`config.mk`:
```
export PLATFORM = sky130hd
export DESIGN_NAME = sdcl_loader
export DESIGN_NICKNAME = d
export VERILOG_FILES = /design/src/hdl/sdcl_pkg.sv /design/src/hdl/sdcl_loader.sv
export SDC_FILE = /design/constraint.sdc
export NUM_CORES = 1
export LEC_CHECK = 0
export ABC_AREA = 1
export BUFFER_PORTS_ARGS = -buffer_cell sky130_fd_sc_hd__buf_2
export CAP_MARGIN = 20
export CELL_PAD_IN_SITES_DETAIL_PLACEMENT = 0
export CELL_PAD_IN_SITES_GLOBAL_PLACEMENT = 1
export CORE_MARGIN = 2
export CORE_UTILIZATION = 41
export DETAILED_ROUTE_END_ITERATION = 7
export HOLD_SLACK_MARGIN = 0.1
export PLACE_DENSITY = 0.89
export SKIP_CTS_REPAIR_TIMING = 1
export SYNTH_ARGS = -nofsm -noshare
export SYNTH_HDL_FRONTEND = slang
export SYNTH_SLANG_ARGS = --single-unit
```
`constraint.sdc`:
```
create_clock -name hclk -period 4.22 [get_ports hclk]
set_input_delay 0.422 -clock hclk [delete_from_list [all_inputs] [get_ports hclk]]
set_output_delay 0.422 -clock hclk [all_outputs]
set_load 0.01 [all_outputs]
```
`src/hdl/sdcl_pkg.sv`:
```
// Constants and carrier types for the synthesizer divider config loader.
// Assumes one 20 MHz bus clock; all pin inputs synchronous to it.
package sdcl_pkg;
  // ----------------------------------------------------------------
  // Serial shift register layout
  // ----------------------------------------------------------------
  localparam int SHIFT_W = 14;
  localparam int T_HI = 13;
  localparam int T_LO = 11;
  localparam int N_HI = 10;
  localparam int N_LO = 9;
  localparam int M_HI = 8;
  localparam int M_LO = 0;
  localparam int M_W = 9;
  localparam int N_W = 2;
  localparam int T_W = 3;
  // ----------------------------------------------------------------
  // Test select codes
  // ----------------------------------------------------------------
  localparam logic [2:0] TS_SHIFT = 3'h0;
  localparam logic [2:0] TS_HIGH = 3'h1;
  localparam logic [2:0] TS_REF = 3'h2;
  localparam logic [2:0] TS_LOOP = 3'h3;
  localparam logic [2:0] TS_SYNTH = 3'h4;
  localparam logic [2:0] TS_LOW = 3'h5;
  localparam logic [2:0] TS_BYPASS = 3'h6;
  localparam logic [2:0] TS_SYNTH4 = 3'h7;
  // ----------------------------------------------------------------
  // Dividers and reset values
  // ----------------------------------------------------------------
  localparam int REF_DIV = 16;
  localparam logic [3:0] BYPASS_MIN_RATIO = 4'h2;
  localparam logic [M_W-1:0] M_RESET = 9'h1_FF;
  localparam logic [N_W-1:0] N_RESET = 2'h3;
  // ----------------------------------------------------------------
  // Register map (byte addresses) and fields
  // ----------------------------------------------------------------
  localparam logic [7:0] REG_CTRL = 8'h00;
  localparam logic [7:0] REG_STATUS = 8'h04;
  localparam logic [7:0] REG_SHIFT = 8'h08;
  localparam int CTRL_OE = 0;
  localparam int ST_M_LO = 0;
  localparam int ST_N_LO = 12;
  localparam int ST_T_LO = 16;
  localparam int ST_BYP = 20;
  localparam logic CTRL_RESET = 1'b1;

  typedef struct packed {
    logic [T_W-1:0] tsel;
    logic [N_W-1:0] ndiv;
    logic [M_W-1:0] mdiv;
  } sdcl_cfg_t;

  typedef struct packed {
    logic shift_clk;
    logic shift_data;
    logic serial_latch;
    logic par_latch;
  } sdcl_pins_t;
endpackage

```
`src/hdl/sdcl_loader.sv`:
```
// Divider configuration loader with serial/parallel ports and test mux.
// Assumes AHB-Lite single master, all pins synchronous to hclk.
//
// What this block does
// - Serial bits enter a 14-bit shift register, one step per rising shift clock edge while parallel strobe is high.
// - Stream order: test select, then output divider, then loop divider.
// - Each field arrives most significant bit first.
// - Falling serial latch moves shifted dividers into the counters.
// - Test select is loaded from data only through the serial port.
// - Parallel strobe low forces test select to zero.
// - Test select 110 selects bypass; divider path ignores the loop source.
// - In bypass the shift clock steps both dividers directly.
// - Bypass: output divider drives output pair, loop divider drives debug.
// - Output divider ratio is at least 2 in bypass.
// - Loop divider pulse on debug pin need not be 50% duty.
// - Code 000 shows shift register out; code 001 drives debug high.
// - Code 010 shows divided reference; code 011 loop divider output.
// - Rising parallel strobe loads loop and output divider inputs.
// - Serial data is sampled on the rising shift clock edge.
// - Serial latches are transparent while serial latch strobe is high.
`timescale 1ns/1ps
module sdcl_loader
  import sdcl_pkg::*;
#(
  parameter int REF_RATIO = REF_DIV
) (
  // Clock and reset
  input wire logic hclk,
  input wire logic hresetn,
  // AHB-Lite slave
  input wire logic hsel,
  input wire logic [31:0] haddr,
  input wire logic [1:0] htrans,
  input wire logic hwrite,
  input wire logic [2:0] hsize,
  input wire logic hready,
  input wire logic [31:0] hwdata,
  output logic [31:0] hrdata,
  output logic hreadyout,
  output logic hresp,
  // Configuration pins
  input wire sdcl_pins_t pins,
  input wire logic [M_W-1:0] par_m,
  input wire logic [N_W-1:0] par_n,
  // Loop oscillator edge events (one-cycle pulse per edge)
  input wire logic loop_tick,
  // Outputs
  output logic synth_out_pair_p,
  output logic synth_out_pair_n,
  output logic debug_out
);

  // ----------------------------------------------------------------
  // Pin edge detection
  // ----------------------------------------------------------------
  logic sclk_q;
  logic sload_q;
  logic sclk_rise;
  logic sclk_edge;
  logic sload_fall;

  always_ff @(posedge hclk or negedge hresetn) begin
    if (!hresetn) begin
      sclk_q <= 1'b0;
      sload_q <= 1'b0;
    end else begin
      sclk_q <= pins.shift_clk;
      sload_q <= pins.serial_latch;
    end
  end

  assign sclk_rise = pins.shift_clk && !sclk_q;
  assign sclk_edge = pins.shift_clk != sclk_q;
  assign sload_fall = !pins.serial_latch && sload_q;

  // ----------------------------------------------------------------
  // Shift register
  // ----------------------------------------------------------------
  logic [SHIFT_W-1:0] shift_q;

  always_ff @(posedge hclk or negedge hresetn) begin
    if (!hresetn) begin
      shift_q <= '0;
    end else if (sclk_rise && pins.par_latch) begin
      shift_q <= {shift_q[SHIFT_W-2:0], pins.shift_data};
    end
  end

  // ----------------------------------------------------------------
  // Configuration latches
  // ----------------------------------------------------------------
  sdcl_cfg_t cfg_q;

  always_ff @(posedge hclk or negedge hresetn) begin
    if (!hresetn) begin
      cfg_q <= '{tsel: TS_SHIFT, ndiv: N_RESET, mdiv: M_RESET};
    end else if (!pins.par_latch) begin
      // Transparent while low, held from the rising edge
      cfg_q.mdiv <= par_m;
      cfg_q.ndiv <= par_n;
      cfg_q.tsel <= TS_SHIFT;
    end else if (pins.serial_latch) begin
      // Transparent while high; fall keeps last value
      // Only the serial path loads tsel from data; the parallel path forces zero
      cfg_q.tsel <= shift_q[T_HI:T_LO];
      cfg_q.ndiv <= shift_q[N_HI:N_LO];
      cfg_q.mdiv <= shift_q[M_HI:M_LO];
    end
  end

  // ----------------------------------------------------------------
  // Divider path
  // ----------------------------------------------------------------
  logic bypass;
  logic div_tick;
  logic [3:0] ratio;
  logic [3:0] out_cnt_q;
  logic synth_q;
  logic [1:0] synth4_q;
  logic [M_W-1:0] loop_cnt_q;
  logic loop_out_q;

  assign bypass = cfg_q.tsel == TS_BYPASS;
  assign div_tick = bypass ? sclk_edge : loop_tick;

  always_comb begin
    ratio = 4'h1 << cfg_q.ndiv;
    if (bypass && ratio < BYPASS_MIN_RATIO) begin
      ratio = BYPASS_MIN_RATIO;
    end
  end

  // Output pair toggles once every ratio source edges
  always_ff @(posedge hclk or negedge hresetn) begin
    if (!hresetn) begin
      out_cnt_q <= 4'h0;
      synth_q <= 1'b0;
    end else if (div_tick) begin
      if (out_cnt_q + 4'h1 >= ratio) begin
        out_cnt_q <= 4'h0;
        synth_q <= !synth_q;
      end else begin
        out_cnt_q <= out_cnt_q + 4'h1;
      end
    end
  end

  logic synth_out_pair_p_raw_q;

  // Quarter-rate copy of the output for the debug mux
  always_ff @(posedge hclk or negedge hresetn) begin
    if (!hresetn) begin
      synth4_q <= 2'h0;
    end else if (synth_q && !synth_out_pair_p_raw_q) begin
      synth4_q <= synth4_q + 2'h1;
    end
  end

  always_ff @(posedge hclk or negedge hresetn) begin
    if (!hresetn) begin
      synth_out_pair_p_raw_q <= 1'b0;
    end else begin
      synth_out_pair_p_raw_q <= synth_q;
    end
  end

  // One-edge pulse per M edges; duty is not balanced
  always_ff @(posedge hclk or negedge hresetn) begin
    if (!hresetn) begin
      loop_cnt_q <= '0;
      loop_out_q <= 1'b0;
    end else if (div_tick) begin
      if (loop_cnt_q + 9'h001 >= cfg_q.mdiv) begin
        loop_cnt_q <= '0;
        loop_out_q <= 1'b1;
      end else begin
        loop_cnt_q <= loop_cnt_q + 9'h001;
        loop_out_q <= 1'b0;
      end
    end
  end

  // ----------------------------------------------------------------
  // Reference divider
  // ----------------------------------------------------------------
  localparam int REF_HALF = REF_RATIO / 2;
  logic [7:0] ref_cnt_q;
  logic ref_q;

  always_ff @(posedge hclk or negedge hresetn) begin
    if (!hresetn) begin
      ref_cnt_q <= 8'h00;
      ref_q <= 1'b0;
    end else if (ref_cnt_q == 8'(REF_HALF - 1)) begin
      ref_cnt_q <= 8'h00;
      ref_q <= !ref_q;
    end else begin
      ref_cnt_q <= ref_cnt_q + 8'h01;
    end
  end

  // ----------------------------------------------------------------
  // Register interface
  // ----------------------------------------------------------------
  logic ctrl_oe_q;
  logic wr_pend_q;
  logic [7:0] addr_q;
  logic take;

  assign take = hsel && hready && htrans[1];
  assign hreadyout = 1'b1;
  assign hresp = 1'b0;

  always_ff @(posedge hclk or negedge hresetn) begin
    if (!hresetn) begin
      wr_pend_q <= 1'b0;
      addr_q <= 8'h00;
    end else begin
      wr_pend_q <= take && hwrite;
      if (take) begin
        addr_q <= haddr[7:0];
      end
    end
  end

  always_ff @(posedge hclk or negedge hresetn) begin
    if (!hresetn) begin
      ctrl_oe_q <= CTRL_RESET;
    end else if (wr_pend_q && addr_q == REG_CTRL) begin
      ctrl_oe_q <= hwdata[CTRL_OE];
    end
  end

  always_ff @(posedge hclk or negedge hresetn) begin
    if (!hresetn) begin
      hrdata <= 32'h0000_0000;
    end else if (take && !hwrite) begin
      hrdata <= 32'h0000_0000;
      case (haddr[7:0])
        REG_CTRL: hrdata[CTRL_OE] <= ctrl_oe_q;
        REG_STATUS: begin
          hrdata[ST_M_LO +: M_W] <= cfg_q.mdiv;
          hrdata[ST_N_LO +: N_W] <= cfg_q.ndiv;
          hrdata[ST_T_LO +: T_W] <= cfg_q.tsel;
          hrdata[ST_BYP] <= bypass;
        end
        REG_SHIFT: hrdata[SHIFT_W-1:0] <= shift_q;
        default: hrdata <= 32'h0000_0000;
      endcase
    end
  end

  // ----------------------------------------------------------------
  // Outputs and debug mux
  // ----------------------------------------------------------------
  // Enable only while output is low, avoiding runt pulses
  logic oe_q;
  always_ff @(posedge hclk or negedge hresetn) begin
    if (!hresetn) begin
      oe_q <= 1'b0;
    end else if (!synth_q) begin
      oe_q <= ctrl_oe_q;
    end
  end

  always_ff @(posedge hclk or negedge hresetn) begin
    if (!hresetn) begin
      synth_out_pair_p <= 1'b0;
      synth_out_pair_n <= 1'b1;
    end else begin
      synth_out_pair_p <= synth_q && oe_q;
      synth_out_pair_n <= !(synth_q && oe_q);
    end
  end

  always_ff @(posedge hclk or negedge hresetn) begin
    if (!hresetn) begin
      debug_out <= 1'b0;
    end else begin
      case (cfg_q.tsel)
        TS_SHIFT: debug_out <= shift_q[SHIFT_W-1];
        TS_HIGH: debug_out <= 1'b1;
        TS_REF: debug_out <= ref_q;
        TS_LOOP: debug_out <= loop_out_q;
        TS_SYNTH: debug_out <= synth_q;
        TS_LOW: debug_out <= 1'b0;
        // Loop divider on debug in bypass
        TS_BYPASS: debug_out <= loop_out_q;
        TS_SYNTH4: debug_out <= synth4_q[1];
        default: debug_out <= 1'b0;
      endcase
    end
  end

  // ----------------------------------------------------------------
  // Checks
  // ----------------------------------------------------------------
  shift_step_a: assert property (
    @(posedge hclk) disable iff (!hresetn)
    (sclk_rise && pins.par_latch) |=>
      shift_q == {$past(shift_q[SHIFT_W-2:0]), $past(pins.shift_data)})
    else $error("Shift register did not advance on shift edge");

  par_block_a: assert property (
    @(posedge hclk) disable iff (!hresetn)
    !pins.par_latch |=> $stable(shift_q))
    else $error("Shift register moved while parallel strobe low");

  test_force_a: assert property (
    @(posedge hclk) disable iff (!hresetn)
    !pins.par_latch |=> cfg_q.tsel == TS_SHIFT)
    else $error("Test select not forced to zero");

  serial_latch_a: assert property (
    @(posedge hclk) disable iff (!hresetn)
    (sload_fall && pins.par_latch && $past(pins.par_latch)) |->
      cfg_q.mdiv == $past(shift_q[M_HI:M_LO], 1) ##1 $stable(cfg_q.mdiv))
    else $error("Loop divider not latched on falling serial strobe");

  par_load_a: assert property (
    @(posedge hclk) disable iff (!hresetn)
    !pins.par_latch ##1 pins.par_latch |->
      cfg_q.mdiv == $past(par_m, 1) && cfg_q.ndiv == $past(par_n, 1))
    else $error("Parallel inputs not captured on rising strobe");

  serial_thru_a: assert property (
    @(posedge hclk) disable iff (!hresetn)
    (pins.serial_latch && pins.par_latch) |=>
      cfg_q.tsel == $past(shift_q[T_HI:T_LO]))
    else $error("Serial latch not transparent");

  bypass_edge_a: assert property (
    @(posedge hclk) disable iff (!hresetn)
    ($past(bypass) && $changed(synth_q)) |-> $past(sclk_edge))
    else $error("Bypass output moved without shift clock edge");

  bypass_ratio_a: assert property (
    @(posedge hclk) disable iff (!hresetn)
    (bypass && $stable(bypass) && div_tick && $changed(synth_q)) |=>
      $stable(synth_q))
    else $error("Bypass output toggled on consecutive edges");

  debug_high_a: assert property (
    @(posedge hclk) disable iff (!hresetn)
    cfg_q.tsel == TS_HIGH |=> debug_out)
    else $error("Debug pin not high for code 001");
endmodule

```
[Word-level counts from Yosys, hierarchy flattened]
Cells that the tools add are included.
Word-level totals
  bits of input ports: 90
  latch bits: 0
  bits in writable memories: 0
  ROM bits: 0
  output and inout bits: 37
  register bits: 88
  memories kept: 0
Cells by class
  mux-type cells: 15
  magnitude comparators: 3
  divide/modulo/power cells: 0
  shift-type cells: 1
  multiply operators: 0
  bitwise logic cells: 0
  reductions and logical operators: 21
  eq/ne operators: 12
  $add $sub $neg: 4
Operators with widths (count)
  two-way mux 14 bit: 2
  == test 8 x 3 -> 1 bit (second input constant): 2
  logical NOT 8 bit: 2
  one-hot mux 8 bit (2 select lines): 1
  == test 3 bit (second input constant): 4
  logical AND 1 bit: 10
  adder 9 x 1 -> 9 bit (second input constant): 1
  greater-or-equal comparator 9 bit: 1
  two-way mux 9 bit: 1
  adder 8 x 1 -> 8 bit (second input constant): 1
  == test 8 x 4 -> 1 bit (second input constant): 1
  two-way mux 4 bit: 2
  two-way mux 8 bit: 1
  one-hot mux 1 bit (7 select lines): 1
  == test 3 x 2 -> 1 bit (second input constant): 2
  logical NOT 1 bit: 6
  two-way mux 3 bit: 2
  adder 4 x 1 -> 4 bit (second input constant): 1
  greater-or-equal comparator 4 bit: 1
  less-than comparator 4 x 2 -> 1 bit (second input constant): 1
  one-hot mux 2 bit (2 select lines): 1
  left shift 1 x 2 -> 4 bit (first input constant): 1
  == test 3 x 1 -> 1 bit (second input constant): 1
  logical NOT 3 bit: 1
  other kinds (7): 9

[Logic depth before layout (Yosys ltp)]
  depth after elaboration: 6
  depth in mapped cells: 15
  gate-level depth less buffers: 15

[Worst setup path before layout]
Ideal clock, no wire load.
  path type: flip-flop to flip-flop
  start: register loop_cnt_q[0]
  end: register loop_cnt_q[0]
  setup time: 118 ps
  required time: 4102 ps
  setup slack: 2076 ps
  arrival: 2027 ps
  path buffers: 0
  cell stages (with the launch flop): 15
  clock period less this slack: 2144 ps
  cells stage by stage: dfrtp_1 > ha_1 > nand2_1 > nor2_1 > nand3_1 > nand2_1 > nand2_1 > ha_1 > nand2_1 > nor2_1 > inv_1 > nor2_2 > nor2_8 > nand3_1 > nand2_1
On the way
  longest elaborated chain between the ends: 3
Ends and longest elaborated chain
  start: declaration: RTL line sdcl_loader.sv:120  | logic [M_W-1:0] loop_cnt_q;
  start signal: assignment: RTL line sdcl_loader.sv:177  | loop_cnt_q <= loop_cnt_q + 9'h001;
  adder 9 x 1 -> 9 bit *: RTL line sdcl_loader.sv:173, sdcl_loader.sv:177
  greater-or-equal comparator 9 bit: RTL line sdcl_loader.sv:173  | if (loop_cnt_q + 9'h001 >= cfg_q.mdiv) begin
  two-way mux 9 bit *: RTL line sdcl_loader.sv:173
Mark *: on every way between the ends. The rest lies on a longest branch, timed or not.
A chain may end at the register's enable or synchronous reset.

[Worst setup path in the final report]
Same ends and word-level chain as after synthesis.

==> flow_summary.yaml <==
floorplanning:
  initial_core_util_pct: 41.6
  core_area_um2: 10700
  io_pins: 127
  rows: 38
  die_w_um: 108
  die_area_um2: 11800
  fp.dieH_um: 108
grt:
  grt_pass1_wl_um: 16100
  grt_overflow: 0
  grt_max_degree: 66
  grt_usage_pct: 17.3
  antenna_found_initial: 0
  grt_pass1_vias: 3449
timing:
  worst_pin_slew_ns: 0.823
  skew_ns: 0.0109
  setup_ws_ns: 1.70
  rsz0062_at_grt: "false"
  setup_tns_ns: 0
  relSlewSlack_pct: 44.9
  period_minus_slack_ns: 2.52
  finalCritPeriodShare_pct: 59.8
  drv_slew: 0
  hold_viol: 0
  fmax_mhz: 396
  setup_violations: 0
power:
  leakage_nw: 2.68
  peakVddDrop_mv: 0.199
  powerDensity_nw_per_um2: 464
setup_path:
  worstPathCellList: "ha_1 -> nand2_1 -> nor2_1 -> nand3_1 -> nand2_1 -> nand2_1 -> ha_1 -> nand2_1 -> nor2_1 -> inv_1 -> nor2_2 -> nor2_8 -> nand3_1 -> nand2_1"
  worstSetupPathType: "reg2reg"
  path_common_cell: "nand2_1"
  end_kind: "flop"
  crit_path_max_incr_delay_ns: 0.45
  cp.required_ns: 4.47
  crit_arrival_ns: 2.78
  worst_setup_path_start_kind: "flop"
  path_max_fanout: 9
  worst_path_max_delay_cell: "dfrtp_1"
placement:
  dp_hpwl_um: 7060
  place.gp.congestion: 0.795
  io_buffer_count: 51
  place_ws_ns: 1.70
route:
  avgViaCountPerCell: 4.93
  drtPass1Iterations: 4
  wl_per_cell_um: 13.0
  drtIter0Drc: 130
  drt-total-wl_um: 9340
  drc: 0
  num_vias: 3538
  ant_nets: 0
yosys:
  synthesis.area_um2: 4470
  synth-seq-area-share_pct: 49.6
  yosys.cell_types.count: 36
  syn_avg_cell_area_um2: 8.57
  synthCells: 522
  ys_seq_elements: 88
  ys_async_sr_fraction_pct: 100
  synth_edf_count: 0
  synth_flop_cell: "dfrtp_1"
  synth-warning-count: 0
cells_and_area:
  fillers: 1079
  n_antenna_cell: 0
  multi_input_area_um2: 1850
  final-seq-area_um2: 2220
  syn2layout_area_growth_pct: 12.4
  nNetsFinal: 679
  layout-drive-gt1-share_pct: 18.4
status:
  status: "finished, final reports clean"
clock_network:
  cts_tree: "built"
  worstSkewPairLatency_ns: 0.36
  h-tree-depth: 3
  cts_root_buf: "clkbuf_8"
  clock_path_buffers: 2
  cts.sinks: 88
  numCtsBuffers: 9
  cts.clk_slew.worst_paths_ns: 0.09
run:
  cap_violations: 0
min_path:
  hold_path_class: "in2async"
-- kinds of logic (layout without fill, tap and decap cells) --
group                    after synthesis  count (layout)  share of synthesized area [%]
adder cells (fa/ha/maj)               17              17                           4.75
other                                  2              16                          0.168
AO/OA/AOI/OAI                         52              52                           6.88
multiplexers                           8               8                           2.01
flip-flops                            88              88                           49.6
XOR/XNOR                              11              11                           2.15
buffers and inverters                103             144                           10.2
AND/OR/NAND/NOR                      241             241                           24.2
-- worst max-delay path: cells and delay by family, from the launching register on --
kind | cells | cell delay (ns)
AND/OR/NAND/NOR | 11 | 1.31
adder cells (fa/ha/maj) | 2 | 0.57
buffers and inverters | 1 | 0.08
flip-flops | 1 | 0.45
-- sequential cells by signal (all words and copies together), names as in the netlist, 2 cells and up --
signal / cells
hrdata: 18
synth4_q: 2
ref_cnt_q: 8
loop_cnt_q: 9
shift_q: 14
out_cnt_q: 4
cfg_q: 14
addr_q: 8
-- report_power, final --
part | internal (mW) | switching, mW | total (mW)
clock network | 0.359 | 0.320 | 0.680
registers | 1.00 | 0.117 | 1.12
logic | 0.210 | 0.322 | 0.532
-- metrics by stage --
step / total power [mW] / cells / utilization [%] / hold WS (ns) / instance area (µm²)
after detailed placement: 1.67 / 701 / 44.6 / 0.402 / 4800
after CTS: 2.36 / 717 / 46.8 / 0.173 / 5030
after global placement: 1.64 / 701 / 44.6 / 0.396 / 4800
after global routing: 2.50 / 717 / 46.8 / 0.195 / 5030
after floorplan: 1.51 / 536 / - / 0.126 / 4530
final: 2.33 / 717 / 46.8 / 0.134 / 5030
-- Yosys cell counts (2+ instances only) --
cell,number,area [µm²]
dfstp_2,13,342
dfrtp_1,75,1880
inv_2,3,11.3
inv_1,73,274
clkbuf_1,3,11.3
ha_1,17,213
xor2_1,10,87.6
conb_1,2,7.51
nand2_1,131,492
o21ai_0,17,85.1
nor2_2,4,25.0
o211ai_1,7,52.6
nand4_1,11,68.8
mux2_2,8,90.1
nand3_1,54,270
nand3_2,3,30.0
o221ai_1,4,35.0
nand2_2,3,18.8
nor2_1,26,97.6
o22ai_1,4,25.0
nor3b_1,2,15.0
buf_4,16,120
o21ai_1,11,55.1
a21oi_1,6,30.0
buf_2,8,40.0
-- worst paths after layout --
path                                           start                         end  slack (ns)  cells past startpoint
max in group asynchronous                    hresetn        cfg_q[8]$_DFFE_PN1P_        3.20                      2
hold reg to reg                     oe_q$_DFFE_PN0N_  synth_out_pair_n$_DFF_PN1_        0.42                      1
setup reg to reg           loop_cnt_q[0]$_DFFE_PN0N_   loop_cnt_q[0]$_DFFE_PN0N_        1.70                     14
setup / recovery           loop_cnt_q[0]$_DFFE_PN0N_   loop_cnt_q[0]$_DFFE_PN0N_        1.70                     14
min in group hclk                            pins[3]            sclk_q$_DFF_PN0_        0.21                      1
hold / removal                               hresetn       hrdata[5]$_DFFE_PN0P_        0.13                      1
-- metal layers --
metal	part of all wire, %	GRT usage [%]
met5	0	0
met4	2.5	5.95
met3	4.9	3.98
met2	47	28.6
met1	45	22.3
-- cell usage in the layout, fill, tap and decap left out, drive strengths merged --
master / netlist / routed
o22ai: 4 / 4
dfrtp: 75 / 75
inv: 76 / 79
or2: 1 / 1
conb: 2 / 16
o21ai: 28 / 28
o21bai: 1 / 1
nor3: 1 / 1
o221ai: 4 / 4
o211ai: 7 / 7
clkinv: 0 / 1
o311ai: 1 / 1
buf: 24 / 52
dfstp: 13 / 13
clkbuf: 3 / 10
mux2: 8 / 8
nand4: 11 / 11
bufinv: 0 / 2
xor2: 10 / 10
nand2: 135 / 135
nor2: 32 / 32
nand3: 57 / 57
a21oi: 7 / 7
xnor2: 1 / 1
nor3b: 2 / 2
nand3b: 1 / 1
or3: 1 / 1
ha: 17 / 17
-- cell type report --
cell class                      count  area share (%)
Tap cell                          140            3.48
Clock buffer                       10            2.74
Multi-Input combinational cell    345            36.8
Clock inverter                      6            1.94
Sequential cell                    88            44.1
Inverter                           76            5.67
Timing Repair Buffer               52            5.27
No activity file was read; power rests on OpenSTA's default activity.
